### src/sirc_params.svh
// constants of the sdram init and refresh controller: offsets, fields, resets, levels
// assumes a word-addressed avalon-mm slave and a 13-bit memory address bus
// Operation
// RL1: lower-two-byte main config write starts init; second config write too in low-power mode
// RL2: main-config-triggered init first precharges all banks if any bank is open
// RL3: drive clock enable high, then nops until eight refresh intervals elapse
// RL4: after the nop wait issue precharge-all with address bit 10 high
// RL5: then issue exactly eight auto refresh commands back to back
// RL6: low-power mode only: extended mode load with partial refresh select in bits 2:0
// RL7: mode register load for both types, bits 9:7 and bit 3 zero
// RL8: mode load bits 6:4 carry the cas latency field value
// RL9: mode load bits 2:0 are 2h for wide bus, 3h for narrow bus
// RL10: finish with one auto refresh cycle, then go idle awaiting accesses
// RL11: software enters self-refresh before changing the memory clock frequency
// RL12: software order: enable, timings, refresh period, then main config write
// RL13: upper-byte-only main config write must not restart initialization
// RL14: every auto refresh cycle is precharge-all followed by refresh
// RL15: refresh always runs at the programmed rate, no disable, memory or not
// RL16: 13-bit down-counting interval counter and 4-bit backlog counter
// RL17: with interface enabled, a refresh period write loads the interval counter
// RL18: at zero reload the interval counter and bump backlog unless saturated
// RL19: backlog drops by one per refresh cycle, saturating at 0 and 15
// RL20: backlog 1-3: refresh only with no requests pending and no bank open
// RL21: backlog 4-7: refresh with no requests pending, banks open or not
// RL22: backlog 8-11: refresh after current access unless reads are pending
// RL23: backlog 12-15: refresh repeatedly until back to 4-7, holding new accesses
// RL24: a configuration write abandons current activity and restarts initialization
// RL25: hold memory accesses until init reaches idle; registers stay serviceable
`ifndef SIRC_PARAMS_SVH
`define SIRC_PARAMS_SVH

// ----------------------------------------------------------------
// register word offsets
// ----------------------------------------------------------------
`define SIRC_OFS_MAIN    3'h0
`define SIRC_OFS_RFC     3'h1
`define SIRC_OFS_TIM1    3'h2
`define SIRC_OFS_TIM2    3'h3
`define SIRC_OFS_CFG2    3'h4
`define SIRC_OFS_STAT    3'h5

// ----------------------------------------------------------------
// reset values and writable masks
// ----------------------------------------------------------------
`define SIRC_MAIN_RST    32'h0001_0600
`define SIRC_MAIN_MASK   32'h0003_4e00
`define SIRC_RFC_RST     32'h0000_0100
`define SIRC_RFC_MASK    32'hc000_1fff
`define SIRC_TIM1_RST    32'h0000_0083
`define SIRC_TIM1_MASK   32'h0000_0fff
`define SIRC_TIM2_RST    32'h0000_0000
`define SIRC_TIM2_MASK   32'hffff_ffff
`define SIRC_CFG2_RST    32'h0000_0000
`define SIRC_CFG2_MASK   32'h0000_0007

// ----------------------------------------------------------------
// field positions
// ----------------------------------------------------------------
`define SIRC_CL_HI       11
`define SIRC_CL_LO       9
`define SIRC_NM_BIT      14
`define SIRC_EN_BIT      16
`define SIRC_LPEN_BIT    17
`define SIRC_PER_HI      12
`define SIRC_PER_LO      0
`define SIRC_SRSEL_BIT   30
`define SIRC_LPREQ_BIT   31
`define SIRC_TRP_HI      3
`define SIRC_TRP_LO      0
`define SIRC_TRFC_HI     11
`define SIRC_TRFC_LO     4
`define SIRC_PARTIAL_REFRESH_SELECT_HI     2
`define SIRC_PARTIAL_REFRESH_SELECT_LO     0
`define SIRC_ST_BL_HI    3
`define SIRC_ST_BL_LO    0
`define SIRC_ST_BUSY     8
`define SIRC_ST_MUST     9
`define SIRC_ST_ALLOW    10

// ----------------------------------------------------------------
// sequencing counts and urgency levels
// ----------------------------------------------------------------
`define SIRC_AW          13
`define SIRC_A10         10
`define SIRC_INIT_LAST   4'h7
`define SIRC_TMRD_CYC    8'h02
`define SIRC_BL_WIDE     3'h2
`define SIRC_BL_NARROW   3'h3
`define SIRC_BA_EXT      2'h2
`define SIRC_BA_STD      2'h0
`define SIRC_LVL_RELEASE 4'h4
`define SIRC_LVL_NEED    4'h8
`define SIRC_LVL_MUST    4'hc
`define SIRC_BL_MAX      4'hf
`define SIRC_BL_MIN      4'h0

`endif

### src/sirc_pkg.sv
// types shared by the sdram init and refresh controller
// assumes sirc_params.svh for widths
`include "sirc_params.svh"
package sirc_pkg;

	typedef enum logic [3:0] {
		S_IDLE = 4'b0000,
		S_PRE0 = 4'b0001,
		S_NOPW = 4'b0010,
		S_PRE1 = 4'b0011,
		S_AREF = 4'b0100,
		S_EMRS = 4'b0101,
		S_MRS  = 4'b0110,
		S_FPRE = 4'b0111,
		S_FREF = 4'b1000,
		S_RPRE = 4'b1001,
		S_RREF = 4'b1010
	} sirc_state_t;

	// codes are {cs_n, ras_n, cas_n, we_n}
	typedef enum logic [3:0] {
		CMD_LMR = 4'b0000,
		CMD_REF = 4'b0001,
		CMD_PRE = 4'b0010,
		CMD_NOP = 4'b0111
	} sirc_cmd_t;

	typedef struct packed {
		logic                  waitreq;
		logic [31:0]           readdata;
		logic [31:0]           main;
		logic [31:0]           rfc;
		logic [31:0]           tim1;
		logic [31:0]           tim2;
		logic [31:0]           cfg2;
		sirc_state_t           state;
		logic [7:0]            gap;
		logic [3:0]            cnt;
		logic                  trig_main;
		logic                  must;
		logic                  allow;
	} sirc_top_st_t;

	typedef struct packed {
		logic [12:0]           cnt;
		logic [3:0]            backlog;
		logic                  expire;
	} sirc_tmr_st_t;

	typedef struct packed {
		logic                  cs_n;
		logic                  ras_n;
		logic                  cas_n;
		logic                  we_n;
		logic [12:0]           addr;
		logic [1:0]            ba;
		logic                  cke;
	} sirc_drv_st_t;

endpackage

### src/sirc_refresh_timer.sv
// refresh interval counter and saturating backlog counter
// assumes load and done are single-cycle pulses: load from a register write, done from the sequencer
`timescale 1ns/1ps
`include "sirc_params.svh"
module sirc_refresh_timer
	import sirc_pkg::*;
(
	input  wire logic        clock,
	input  wire logic        nrst,
	input  wire logic        load,
	input  wire logic [12:0] load_value,
	input  wire logic [12:0] period,
	input  wire logic        done,
	output logic      [3:0]  backlog,
	output logic             expire
);

	sirc_tmr_st_t st;
	sirc_tmr_st_t next_st;
	logic         inc;

	// ----------------------------------------------------------------
	// counting
	// ----------------------------------------------------------------
	always_comb begin
		next_st = st;
		next_st.expire = 1'b0;
		inc = 1'b0;
		if (load) begin
			next_st.cnt = load_value; // RL17
		end else if (st.cnt == 13'h0000) begin
			next_st.cnt = period; // RL18
			next_st.expire = 1'b1;
			inc = 1'b1;
		end else begin
			next_st.cnt = st.cnt - 13'h0001; // RL16
		end
		// simultaneous bump and drop cancel out
		if (inc && !done && st.backlog != `SIRC_BL_MAX) begin
			next_st.backlog = st.backlog + 4'h1; // RL18
		end else if (done && !inc && st.backlog != `SIRC_BL_MIN) begin
			next_st.backlog = st.backlog - 4'h1; // RL19
		end
	end

	always_ff @(posedge clock or negedge nrst) begin
		if (!nrst) begin
			st <= '0;
		end else begin
			st <= next_st;
		end
	end

	assign backlog = st.backlog;
	assign expire  = st.expire;

endmodule

### src/sirc_cmd_drive.sv
// output register stage for the sdram command, address and clock enable pins
// assumes one command per cycle from the sequencer, nop otherwise
`timescale 1ns/1ps
`include "sirc_params.svh"
module sirc_cmd_drive
	import sirc_pkg::*;
(
	input  wire logic        clock,
	input  wire logic        nrst,
	input  sirc_cmd_t        cmd,
	input  wire logic [12:0] addr,
	input  wire logic [1:0]  ba,
	input  wire logic        cke_on,
	output logic             mem_cs_n,
	output logic             mem_ras_n,
	output logic             mem_cas_n,
	output logic             mem_we_n,
	output logic      [12:0] memory_address_pins,
	output logic      [1:0]  memory_bank_pins,
	output logic             memory_clock_enable_pin
);

	sirc_drv_st_t st;
	sirc_drv_st_t next_st;

	always_comb begin
		next_st = st;
		{next_st.cs_n, next_st.ras_n, next_st.cas_n, next_st.we_n} = cmd;
		next_st.addr = addr;
		next_st.ba = ba;
		// no low-power exit logic here, so enable only ever rises
		next_st.cke = st.cke | cke_on; // RL3
	end

	// deselected with clock enable low until the sequencer starts
	always_ff @(posedge clock or negedge nrst) begin
		if (!nrst) begin
			st <= '{cs_n: 1'b1, ras_n: 1'b1, cas_n: 1'b1, we_n: 1'b1,
				addr: 13'h0000, ba: 2'h0, cke: 1'b0};
		end else begin
			st <= next_st;
		end
	end

	assign mem_cs_n                = st.cs_n;
	assign mem_ras_n               = st.ras_n;
	assign mem_cas_n               = st.cas_n;
	assign mem_we_n                = st.we_n;
	assign memory_address_pins     = st.addr;
	assign memory_bank_pins        = st.ba;
	assign memory_clock_enable_pin = st.cke;

endmodule

### src/sirc_ctrl.sv
// sdram init sequencer and refresh scheduler with avalon-mm register slave
// assumes an external access sequencer reports busy, pending and open-bank levels
`timescale 1ns/1ps
`include "sirc_params.svh"
module sirc_ctrl
	import sirc_pkg::*;
(
	input  wire logic        clock,
	input  wire logic        nrst,
	input  wire logic [2:0]  address,
	input  wire logic        read,
	input  wire logic        write,
	input  wire logic [31:0] writedata,
	input  wire logic [3:0]  byteenable,
	output logic      [31:0] readdata,
	output logic             waitrequest,
	input  wire logic        access_busy,
	input  wire logic        req_pending,
	input  wire logic        rd_pending,
	input  wire logic        any_bank_open,
	output logic             access_allow,
	output logic             mem_cs_n,
	output logic             mem_ras_n,
	output logic             mem_cas_n,
	output logic             mem_we_n,
	output logic      [12:0] memory_address_pins,
	output logic      [1:0]  memory_bank_pins,
	output logic             memory_clock_enable_pin
);

	// ----------------------------------------------------------------
	// declarations
	// ----------------------------------------------------------------
	sirc_top_st_t st;
	sirc_top_st_t next_st;

	sirc_cmd_t    cmd_c;
	logic [12:0]  addr_c;
	logic [1:0]   ba_c;
	logic         cke_on;
	logic         ref_done;

	logic [31:0]  be_mask;
	logic [31:0]  w_bits;
	logic [31:0]  main_new;
	logic [31:0]  rfc_new;
	logic [31:0]  tim1_new;
	logic [31:0]  tim2_new;
	logic [31:0]  cfg2_new;
	logic [31:0]  rd_data;

	logic         wr_fire;
	logic         trig_main_c;
	logic         trig_cfg2_c;
	logic         trig;
	logic         tmr_load;
	logic         ref_want;

	logic [3:0]   backlog;
	logic         tmr_expire;

	logic [7:0]   t_rp;
	logic [7:0]   t_rfc;
	logic         low_power_request;
	logic         narrow;
	logic [2:0]   cas_lat;
	logic [2:0]   partial_refresh_select;

	// ----------------------------------------------------------------
	// byte lane merge
	// ----------------------------------------------------------------
	genvar g;
	generate
		for (g = 0; g < 4; g = g + 1) begin : lane
			assign be_mask[8*g+7:8*g] = {8{byteenable[g]}};
		end
	endgenerate

	assign w_bits   = writedata & be_mask;
	assign main_new = ((st.main & ~be_mask) | w_bits) & `SIRC_MAIN_MASK;
	assign rfc_new  = ((st.rfc  & ~be_mask) | w_bits) & `SIRC_RFC_MASK;
	assign tim1_new = ((st.tim1 & ~be_mask) | w_bits) & `SIRC_TIM1_MASK;
	assign tim2_new = ((st.tim2 & ~be_mask) | w_bits) & `SIRC_TIM2_MASK;
	assign cfg2_new = ((st.cfg2 & ~be_mask) | w_bits) & `SIRC_CFG2_MASK;

	// a write takes effect in the single cycle waitrequest is low
	assign wr_fire = write && !st.waitreq;

	// ----------------------------------------------------------------
	// field views
	// ----------------------------------------------------------------
	assign t_rp    = {4'h0, st.tim1[`SIRC_TRP_HI:`SIRC_TRP_LO]};
	assign t_rfc   = st.tim1[`SIRC_TRFC_HI:`SIRC_TRFC_LO];
	assign low_power_request = st.main[`SIRC_EN_BIT] & st.main[`SIRC_LPEN_BIT];
	assign narrow  = st.main[`SIRC_NM_BIT];
	assign cas_lat = st.main[`SIRC_CL_HI:`SIRC_CL_LO];
	assign partial_refresh_select    = st.cfg2[`SIRC_PARTIAL_REFRESH_SELECT_HI:`SIRC_PARTIAL_REFRESH_SELECT_LO];

	// ----------------------------------------------------------------
	// init triggers and interval counter load
	// ----------------------------------------------------------------
	// upper-byte writes to main config leave the sequence alone
	assign trig_main_c = wr_fire && address == `SIRC_OFS_MAIN
		&& (byteenable[1] || byteenable[0]); // RL1 RL13
	assign trig_cfg2_c = wr_fire && address == `SIRC_OFS_CFG2
		&& (byteenable != 4'h0) && low_power_request; // RL1
	assign trig = trig_main_c || trig_cfg2_c; // RL24

	assign tmr_load = wr_fire && address == `SIRC_OFS_RFC
		&& (byteenable[1] || byteenable[0]) && st.main[`SIRC_EN_BIT]; // RL17

	// ----------------------------------------------------------------
	// refresh urgency
	// ----------------------------------------------------------------
	// no enable term anywhere: refresh keeps going with nothing attached
	always_comb begin
		ref_want = 1'b0; // RL15
		if (st.must) begin
			ref_want = 1'b1; // RL23
		end else if (backlog >= `SIRC_LVL_NEED) begin
			ref_want = !rd_pending; // RL22
		end else if (backlog >= `SIRC_LVL_RELEASE) begin
			ref_want = !req_pending; // RL21
		end else if (backlog != `SIRC_BL_MIN) begin
			ref_want = !req_pending && !any_bank_open; // RL20
		end
	end

	// ----------------------------------------------------------------
	// read mux
	// ----------------------------------------------------------------
	always_comb begin
		rd_data = 32'h0000_0000;
		case (address)
			`SIRC_OFS_MAIN: begin
				rd_data = st.main;
			end
			`SIRC_OFS_RFC: begin
				rd_data = st.rfc;
			end
			`SIRC_OFS_TIM1: begin
				rd_data = st.tim1;
			end
			`SIRC_OFS_TIM2: begin
				rd_data = st.tim2;
			end
			`SIRC_OFS_CFG2: begin
				rd_data = st.cfg2;
			end
			`SIRC_OFS_STAT: begin
				rd_data[`SIRC_ST_BL_HI:`SIRC_ST_BL_LO] = backlog;
				rd_data[`SIRC_ST_BUSY] = st.state != S_IDLE;
				rd_data[`SIRC_ST_MUST] = st.must;
				rd_data[`SIRC_ST_ALLOW] = st.allow;
			end
			default: begin
				rd_data = 32'h0000_0000;
			end
		endcase
	end

	// ----------------------------------------------------------------
	// next state
	// ----------------------------------------------------------------
	always_comb begin
		next_st = st;
		cmd_c = CMD_NOP;
		addr_c = 13'h0000;
		ba_c = `SIRC_BA_STD;
		cke_on = 1'b0;
		ref_done = 1'b0;

		// bus: one wait state, then a single low cycle
		if (st.waitreq && (read || write)) begin
			next_st.waitreq = 1'b0;
			if (read) begin
				next_st.readdata = rd_data;
			end
		end else begin
			next_st.waitreq = 1'b1;
		end

		// registers stay writable whatever the sequencer is doing
		if (wr_fire) begin // RL25
			case (address)
				`SIRC_OFS_MAIN: begin
					next_st.main = main_new;
				end
				`SIRC_OFS_RFC: begin
					next_st.rfc = rfc_new;
				end
				`SIRC_OFS_TIM1: begin
					next_st.tim1 = tim1_new;
				end
				`SIRC_OFS_TIM2: begin
					next_st.tim2 = tim2_new;
				end
				`SIRC_OFS_CFG2: begin
					next_st.cfg2 = cfg2_new;
				end
				default: begin
					next_st.main = st.main;
				end
			endcase
		end

		// hysteresis: stay urgent until back down to the release band
		if (backlog >= `SIRC_LVL_MUST) begin
			next_st.must = 1'b1; // RL23
		end else if (backlog < `SIRC_LVL_NEED) begin
			next_st.must = 1'b0; // RL23
		end

		if (st.gap != 8'h00) begin
			next_st.gap = st.gap - 8'h01;
		end else begin
			unique case (st.state)
				S_IDLE: begin
					// only between accesses, so the current one completes first
					if (!access_busy && ref_want) begin
						next_st.state = S_RPRE;
					end
				end
				S_PRE0: begin
					if (st.trig_main && any_bank_open) begin
						cmd_c = CMD_PRE; // RL2
						addr_c[`SIRC_A10] = 1'b1; // RL2
						next_st.gap = t_rp;
					end
					next_st.state = S_NOPW;
					next_st.cnt = 4'h0;
				end
				S_NOPW: begin
					cke_on = 1'b1; // RL3
					if (tmr_expire) begin
						if (st.cnt == `SIRC_INIT_LAST) begin
							next_st.state = S_PRE1; // RL3
							next_st.cnt = 4'h0;
						end else begin
							next_st.cnt = st.cnt + 4'h1; // RL3
						end
					end
				end
				S_PRE1: begin
					cmd_c = CMD_PRE; // RL4
					addr_c[`SIRC_A10] = 1'b1; // RL4
					next_st.gap = t_rp;
					next_st.state = S_AREF;
					next_st.cnt = 4'h0;
				end
				S_AREF: begin
					cmd_c = CMD_REF; // RL5
					next_st.gap = t_rfc;
					if (st.cnt == `SIRC_INIT_LAST) begin
						next_st.state = low_power_request ? S_EMRS : S_MRS; // RL5 RL6
						next_st.cnt = 4'h0;
					end else begin
						next_st.cnt = st.cnt + 4'h1; // RL5
					end
				end
				S_EMRS: begin
					cmd_c = CMD_LMR; // RL6
					ba_c = `SIRC_BA_EXT;
					addr_c[`SIRC_PARTIAL_REFRESH_SELECT_HI:`SIRC_PARTIAL_REFRESH_SELECT_LO] = partial_refresh_select; // RL6
					next_st.gap = `SIRC_TMRD_CYC;
					next_st.state = S_MRS;
				end
				S_MRS: begin
					cmd_c = CMD_LMR; // RL7
					addr_c[6:4] = cas_lat; // RL8
					addr_c[2:0] = narrow ? `SIRC_BL_NARROW : `SIRC_BL_WIDE; // RL9
					next_st.gap = `SIRC_TMRD_CYC;
					next_st.state = S_FPRE;
				end
				S_FPRE, S_RPRE: begin
					cmd_c = CMD_PRE; // RL10 RL14
					addr_c[`SIRC_A10] = 1'b1; // RL14
					next_st.gap = t_rp;
					next_st.state = (st.state == S_FPRE) ? S_FREF : S_RREF;
				end
				S_FREF, S_RREF: begin
					cmd_c = CMD_REF; // RL10 RL14
					ref_done = 1'b1; // RL19
					next_st.gap = t_rfc;
					next_st.state = S_IDLE; // RL10
				end
				default: begin
					next_st.state = S_IDLE;
				end
			endcase
		end

		// a config write drops whatever is running and restarts
		if (trig) begin
			next_st.state = S_PRE0; // RL24
			next_st.gap = 8'h00;
			next_st.cnt = 4'h0;
			next_st.trig_main = trig_main_c; // RL2
		end

		next_st.allow = (next_st.state == S_IDLE) && next_st.gap == 8'h00
			&& !next_st.must; // RL25 RL23
	end

	// ----------------------------------------------------------------
	// state register
	// ----------------------------------------------------------------
	// the sequence runs once out of reset
	always_ff @(posedge clock or negedge nrst) begin
		if (!nrst) begin
			st <= '{waitreq: 1'b1, readdata: 32'h0000_0000,
				main: `SIRC_MAIN_RST, rfc: `SIRC_RFC_RST,
				tim1: `SIRC_TIM1_RST, tim2: `SIRC_TIM2_RST,
				cfg2: `SIRC_CFG2_RST, state: S_PRE0, gap: 8'h00,
				cnt: 4'h0, trig_main: 1'b0, must: 1'b0, allow: 1'b0};
		end else begin
			st <= next_st;
		end
	end

	assign readdata     = st.readdata;
	assign waitrequest  = st.waitreq;
	assign access_allow = st.allow;

	// ----------------------------------------------------------------
	// submodules
	// ----------------------------------------------------------------
	sirc_refresh_timer u_timer (
		.clock      (clock),
		.nrst       (nrst),
		.load       (tmr_load),
		.load_value (rfc_new[`SIRC_PER_HI:`SIRC_PER_LO]),
		.period     (st.rfc[`SIRC_PER_HI:`SIRC_PER_LO]),
		.done       (ref_done),
		.backlog    (backlog),
		.expire     (tmr_expire)
	);

	sirc_cmd_drive u_drive (
		.clock                   (clock),
		.nrst                    (nrst),
		.cmd                     (cmd_c),
		.addr                    (addr_c),
		.ba                      (ba_c),
		.cke_on                  (cke_on),
		.mem_cs_n                (mem_cs_n),
		.mem_ras_n               (mem_ras_n),
		.mem_cas_n               (mem_cas_n),
		.mem_we_n                (mem_we_n),
		.memory_address_pins     (memory_address_pins),
		.memory_bank_pins        (memory_bank_pins),
		.memory_clock_enable_pin (memory_clock_enable_pin)
	);

endmodule

### config.mk
export PLATFORM = sky130hd
export DESIGN_NAME = sirc_ctrl
export DESIGN_NICKNAME = d
export VERILOG_FILES = /design/src/sirc_pkg.sv /design/src/sirc_refresh_timer.sv /design/src/sirc_cmd_drive.sv /design/src/sirc_ctrl.sv
export VERILOG_INCLUDE_DIRS = /design/src
export SDC_FILE = /design/constraint.sdc
export NUM_CORES = 1
export LEC_CHECK = 0
export ABC_AREA = 1
export BUFFER_PORTS_ARGS = -buffer_cell sky130_fd_sc_hd__buf_2
export CAP_MARGIN = 20
export CORE_ASPECT_RATIO = 0.9
export CORE_UTILIZATION = 51
export DETAILED_ROUTE_END_ITERATION = 10
export PLACE_DENSITY = 0.73
export SYNTH_ARGS = -nofsm -noshare
export SYNTH_HDL_FRONTEND = slang
export SYNTH_HIERARCHICAL = 1
export SYNTH_SLANG_ARGS = --single-unit
### constraint.sdc
create_clock -name clock -period 3.3 [get_ports clock]
set_clock_uncertainty 0.2 [all_clocks]
set_input_delay 0.165 -clock clock [delete_from_list [all_inputs] [get_ports clock]]
set_output_delay 0.165 -clock clock [all_outputs]
set_load 0.02 [all_outputs]
# Word level (Yosys, flattened, before mapping)
# Index checks and enable logic that the tools add are counted.
[totals]
register_bits = 152
input_bits = 47
out_inout_bits = 54
word_cells = 169
[classes]
addsub = 5
magnitude_cmp = 4
eq_ne = 19
n_mux = 50
bitwise = 14
reduce_logical = 54
[ops]
columns = ["operator", "n"]
rows = [
  ["$and A32 B32 Y32", 3],
  ["$pmux W21 S4", 1],
  ["$or A32 B32 Y32", 2],
  ["$mux W4", 10],
  ["$not A32 Y32", 1],
  ["$pmux W4 S8", 1],
  ["$pmux W8 S4", 1],
  ["$mux W13", 2],
  ["$pmux W4 S3", 2],
  ["$eq A4 B3 Y1 const B", 5],
  ["$pmux W4 S5", 1],
  ["$logic_and A1 B1 Y1", 19],
  ["$and A18 B18 Y18", 1],
  ["$or A18 B18 Y18", 1],
  ["$mux W17", 1],
  ["$mux W1", 16],
  ["$mux W8", 2],
  ["$reduce_bool A4 Y1", 4],
  ["$mux W3", 5],
  ["$pmux W3 S5", 1],
  ["$logic_not A13 Y1", 1],
  ["$sub A13 B1 Y13 const B", 1],
  ["$and A12 B12 Y12", 1],
  ["$eq A4 B4 Y1 const B", 3],
  ["34 further kinds", 61],
]

# Logic depth before layout (Yosys ltp)
[logic_depth]
depth_word = 14
ltp_mapped = 16
mapped_depth_nobuf = 15

# Hierarchy
# Netlist, hierarchy kept.
[modules_own_cells]
columns = ["module", "instances", "cells_each", "area_each_um2", "seq_area_each_um2"]
rows = [
  ["sirc_ctrl", 1, 758, 6043.3, 3014.1],
  ["sirc_refresh_timer", 1, 179, 1335.0, 450.4],
  ["sirc_cmd_drive", 1, 23, 516.7, 505.5],
]

# Least setup slack after synthesis
# No wires, ideal clock.
[synth_path]
path_type = "register to register"
start = "reg st[7] (netlist bit)"
end = "reg u_timer.st (netlist bit u_timer/backlog[3])"
setup_ps = 117
arrival_time_ps = 2339
required_ps = 2983
slack_ps = 644
stages_incl_launch_ff = 17
n_path_buf = 1
synth_period_minus_slack_ps = 2656
path_cell_list = "dfrtp_1 > inv_1 > ha_1 > nand2_1 > nor2_4 > inv_2 > buf_6 > nor2_1 > nor2_1 > nand4_2 > ha_1 > nand3_1 > nand3_1 > inv_1 > nand4_1 > nand3_1 > nand2_1"
[synth_via]
elab_chain_len = 6
word_cells_on_any_way = 9
cone_classes = "mux: 2; reduce/logical: 7"
[synth_lines]
columns = ["item", "line", "rtl"]
rows = [
  ["start: declaration", "sirc_ctrl.sv:34", "sirc_top_st_t st;"],
  ["start signal: assignment", "sirc_ctrl.sv:311", "st <= '{waitreq: 1'b1, readdata: 32'h0000_0000,"],
  ["start signal: assignment", "sirc_ctrl.sv:317", "st <= next_st;"],
  ["$reduce_bool A8 Y1 (*)", "sirc_ctrl.sv:214", "if (st.gap != 8'h00) begin"],
  ["$mux W1 (*)", "sirc_ctrl.sv:214", ""],
  ["via ref_done", "sirc_ctrl.sv:41", "logic ref_done;"],
  ["$logic_not A1 Y1", "sirc_refresh_timer.sv:39", "if (inc && !done && st.backlog != `SIRC_BL_MAX) begin"],
  ["$logic_and A1 B1 Y1", "sirc_refresh_timer.sv:39", ""],
  ["$logic_and A1 B1 Y1 (no source line)", "--", ""],
  ["$mux W4 or $reduce_bool A2 Y1 (tied branches)", "--", ""],
  ["end signal: assignment", "sirc_refresh_timer.sv:50", "st <= next_st;"],
  ["end: declaration", "sirc_refresh_timer.sv:18", "sirc_tmr_st_t st;"],
]
# The timed path passes the listed nets; every way through them passes the cells marked *.
# A chain may end at the register's enable or synchronous reset.

# Final worst setup path
# Ends and elaborated chain as after synthesis.

==> qor.json <==
{
  "fp.coreArea": {"value": 14900, "unit": "um2"},
  "die_area": {"value": 16000, "unit": "um2"},
  "ys_async_sr_fraction": {"value": 100, "unit": "%"},
  "slew_violations": {"value": 0},
  "flow.area_growth_from_synthesis": {"value": 19.6, "unit": "%"},
  "design_power_total": {"value": 6.70, "unit": "mW"},
  "netlist_instances": {"value": 960},
  "final_hold_viol_count": {"value": 0},
  "detailedPlacementHpwl": {"value": 14200, "unit": "um"},
  "crit_path_end": {"value": "u_timer/backlog[3]"},
  "cp_slowest_cell": {"value": "sky130_fd_sc_hd__dfrtp_1"},
  "clkTransAtPathRegs": {"value": 70, "unit": "ps"},
  "dieWidth": {"value": 133, "unit": "um"},
  "holdPathStages": {"value": 3},
  "max-vdd-ir-drop": {"value": 0.455, "unit": "mV"},
  "critical_path.startpoint": {"value": "st[7]"},
  "path_cells": {"value": "inv_1 -> ha_1 -> nand2_1 -> nor2_4 -> inv_2 -> nor2_1 -> nor2_1 -> nand4_2 -> ha_1 -> nand3_1 -> nand3_1 -> inv_1 -> nand4_1 -> nand3_1 -> nand2_1"},
  "r2r_cells": {"value": 15},
  "run_status": {"value": "finished, final reports clean"},
  "fmax": {"value": 355, "unit": "MHz"},
  "post_drt_via_cell_ratio": {"value": 5.23},
  "worstPathMaxFanout": {"value": 6},
  "slew_headroom": {"value": 48.2, "unit": "%"},
  "power_density": {"value": 710, "unit": "nW/um2"},
  "clkLatencyLatePin": {"value": 440, "unit": "ps"},
  "route.antenna.remaining_nets": {"value": 0},
  "final_period_minus_worst_setup_slack": {"value": 2820, "unit": "ps"},
  "pin_count_of_the_biggest_net_entering_global_routing": {"value": 85},
  "start_kind": {"value": "flip-flop"},
  "fin_tns_setup": {"value": 0, "unit": "ps"},
  "criticalPathCategory": {"value": "reg2reg"},
  "buffer_ports.inserted": {"value": 100},
  "die_height": {"value": 120, "unit": "um"},
  "hold_path.class": {"value": "in2reg"},
  "synth_warnings": {"value": 6},
  "cts_root_buffer": {"value": "sky130_fd_sc_hd__clkbuf_16"},
  "ys_seq_elements": {"value": 158},
  "synthesis.area": {"value": 7900, "unit": "um2"},
  "finalSetupViolCount": {"value": 0},
  "routabilityCongestion": {"value": 0.920},
  "drt_wl_total": {"value": 20200, "unit": "um"},
  "synth-seq-area-share": {"value": 50.3, "unit": "%"},
  "max-clock-path-buffers": {"value": 2},
  "worst_r2r_endpoint": {"value": "u_timer/backlog[3]"},
  "final_layout_size_suffix_gt1_share": {"value": 19.0, "unit": "%"},
  "net_count_of_the_finished_layout": {"value": 1131},
  "setup.reg_to_reg.worst_slack": {"value": 480, "unit": "ps"},
  "tritoncts": {"value": "done"},
  "crit-reg2reg-launch": {"value": "st[7]"},
  "globalRoute.totalOverflow": {"value": 0},
  "cap_viol_max_count": {"value": 0},
  "timing.critical_path.mode_cell": {"value": "sky130_fd_sc_hd__nand3_1"},
  "final_cell_area": {"value": 9440, "unit": "um2"},
  "first_iter_violations": {"value": 645},
  "htree_num_levels": {"value": 4},
  "cts_resized": {"value": 0},
  "holdBufCountCts": {"value": 41},
  "max_stage_delay": {"value": 390, "unit": "ps"},
  "avgSynthCellArea": {"value": 8.22, "unit": "um2"},
  "grt_pass1_wl": {"value": 33300, "unit": "um"},
  "total_routing_usage_reported_by_global_routing": {"value": 27.2, "unit": "%"},
  "layout.filler_cells": {"value": 1305},
  "first_pass_iters": {"value": 5},
  "utilization": {"value": 63.2, "unit": "%"},
  "worst-slew-pin-transition": {"value": 777, "unit": "ps"},
  "number_of_clock_sinks_seen_by_cts": {"value": 158},
  "data_arrival_time_of_the_critical_path": {"value": 2950, "unit": "ps"},
  "vias": {"value": 6746},
  "placedInstanceArea": {"value": 8390, "unit": "um2"},
  "wl_per_cell": {"value": 15.7, "unit": "um"},
  "drc": {"value": 0},
  "setup.worst_path.end_class": {"value": "flip-flop"},
  "io-pin-count": {"value": 101},
  "synth_top_flop_cell": {"value": "sky130_fd_sc_hd__dfrtp_1"},
  "period_share": {"value": 85.3, "unit": "%"},
  "synth_cell_type_count": {"value": 47},
  "cts-buffers-inserted": {"value": 17},
  "rsz0062_at_grt": {"value": "no"},
  "effective_utilization_at_floorplan": {"value": 52.9, "unit": "%"},
  "via_count_of_the_first_global_routing_pass": {"value": 6670},
  "num_rows": {"value": 42},
  "synth_edf_count": {"value": 0},
  "leakage": {"value": 4.74, "unit": "nW"},
  "postCtsSetupBuffers": {"value": 0},
  "cp.required": {"value": 3430, "unit": "ps"},
  "antenna_found_initial": {"value": 1}
}
[worst min-delay path by stage]
stage                endpoint  slack (ps)     startpoint
detailed placement      st[3]          70           nrst
floorplan           async pin        -330           nrst
finish                  st[2]          70  byteenable[0]
global route            st[2]         100  byteenable[0]
CTS                     st[2]          40  byteenable[0]
global placement        st[5]          70           nrst
[cells in the mapped netlist, types with 8 or more instances]
cell	n	area [um2]
sky130_fd_sc_hd__a21oi_1	16	80.1
sky130_fd_sc_hd__nand2_1	280	1050
sky130_fd_sc_hd__nand3_1	42	210
sky130_fd_sc_hd__nor2_4	8	90.1
sky130_fd_sc_hd__nand4_1	8	50.1
sky130_fd_sc_hd__dfstp_2	13	342
sky130_fd_sc_hd__inv_1	99	372
sky130_fd_sc_hd__buf_4	37	278
sky130_fd_sc_hd__dfrtp_1	145	3630
sky130_fd_sc_hd__clkbuf_1	15	56.3
sky130_fd_sc_hd__o21ai_0	109	546
sky130_fd_sc_hd__o21ai_1	20	100
sky130_fd_sc_hd__xor2_1	10	87.6
sky130_fd_sc_hd__nor2_1	67	251
sky130_fd_sc_hd__mux2_2	15	169
[routing by layer]
| layer | track usage, % | wire, um | vias to the layer above |
|---|---|---|---|
| li1 | - | - | 3274 |
| met1 | 37.6 | 9240 | 3205 |
| met2 | 41.3 | 9100 | 226 |
| met3 | 6.59 | 1370 | 41 |
| met4 | 11.1 | 473 | 0 |
| met5 | 0 | 0 | - |
[worst max-delay path, delay by kind of cell (launching register included)]
kind	cells	cell delay, ps
adders and majority gates	2	610
buffers and inverters	3	210
DFF	1	390
and+or+nand+nor	10	1280
[power by group]
group	internal [mW]	switching, mW
clock network	1.11	0.953
logic	0.689	1.21
registers	2.38	0.359
total	4.18	2.52
[per-stage QoR]
stage	setup WS [ps]	instances	hold WS [ps]
after global placement	597	1215	70.2
after global routing	324	1289	101
after detailed placement	529	1215	69.3
after floorplan	644	967	-331
final	484	1289	69.3
after CTS	520	1288	42.1
[logic make-up (layout without fill, tap and decap cells)]
family	count (synthesis)	after routing	share of synthesized area (%)
adder cells (fa/ha/maj)	7	7	1.20
flip-flops	158	158	50.3
other	1	9	0.0475
AO/OA/AOI/OAI	173	173	12.0
multiplexers	15	15	2.14
AND/OR/NAND/NOR	428	428	23.0
buffers and inverters	167	290	10.1
XOR/XNOR	11	11	1.22
[final cells by class]
type / count / area, um2 / area share [%]
flip-flops and latches: 158 / 3970 / 42.1
multi-input cells: 642 / 3170 / 33.6
repair buffers: 152 / 1010 / 10.7
clock buffers: 17 / 425 / 4.51
inverters: 106 / 398 / 4.22
well taps: 198 / 248 / 2.62
clock inverters: 15 / 214 / 2.27
diodes: 1 / 2.50 / 0.0265
[cells in the final DEF, fill, tap and decap left out, types with 10 or more instances in the layout]
cell,synthesis,final
sky130_fd_sc_hd__o21ai_0,109,109
sky130_fd_sc_hd__nand3_1,42,41
sky130_fd_sc_hd__nor2_1,67,66
sky130_fd_sc_hd__clkbuf_16,0,17
sky130_fd_sc_hd__buf_4,37,10
sky130_fd_sc_hd__o21ai_1,20,20
sky130_fd_sc_hd__dlygate4sd3_1,0,41
sky130_fd_sc_hd__inv_1,99,99
sky130_fd_sc_hd__buf_2,6,99
sky130_fd_sc_hd__a21oi_1,16,16
sky130_fd_sc_hd__xor2_1,10,10
sky130_fd_sc_hd__nand2_1,280,280
sky130_fd_sc_hd__dfstp_2,13,13
sky130_fd_sc_hd__mux2_2,15,15
sky130_fd_sc_hd__dfrtp_1,145,145
Note: power is estimated with default switching activity, not from simulation.
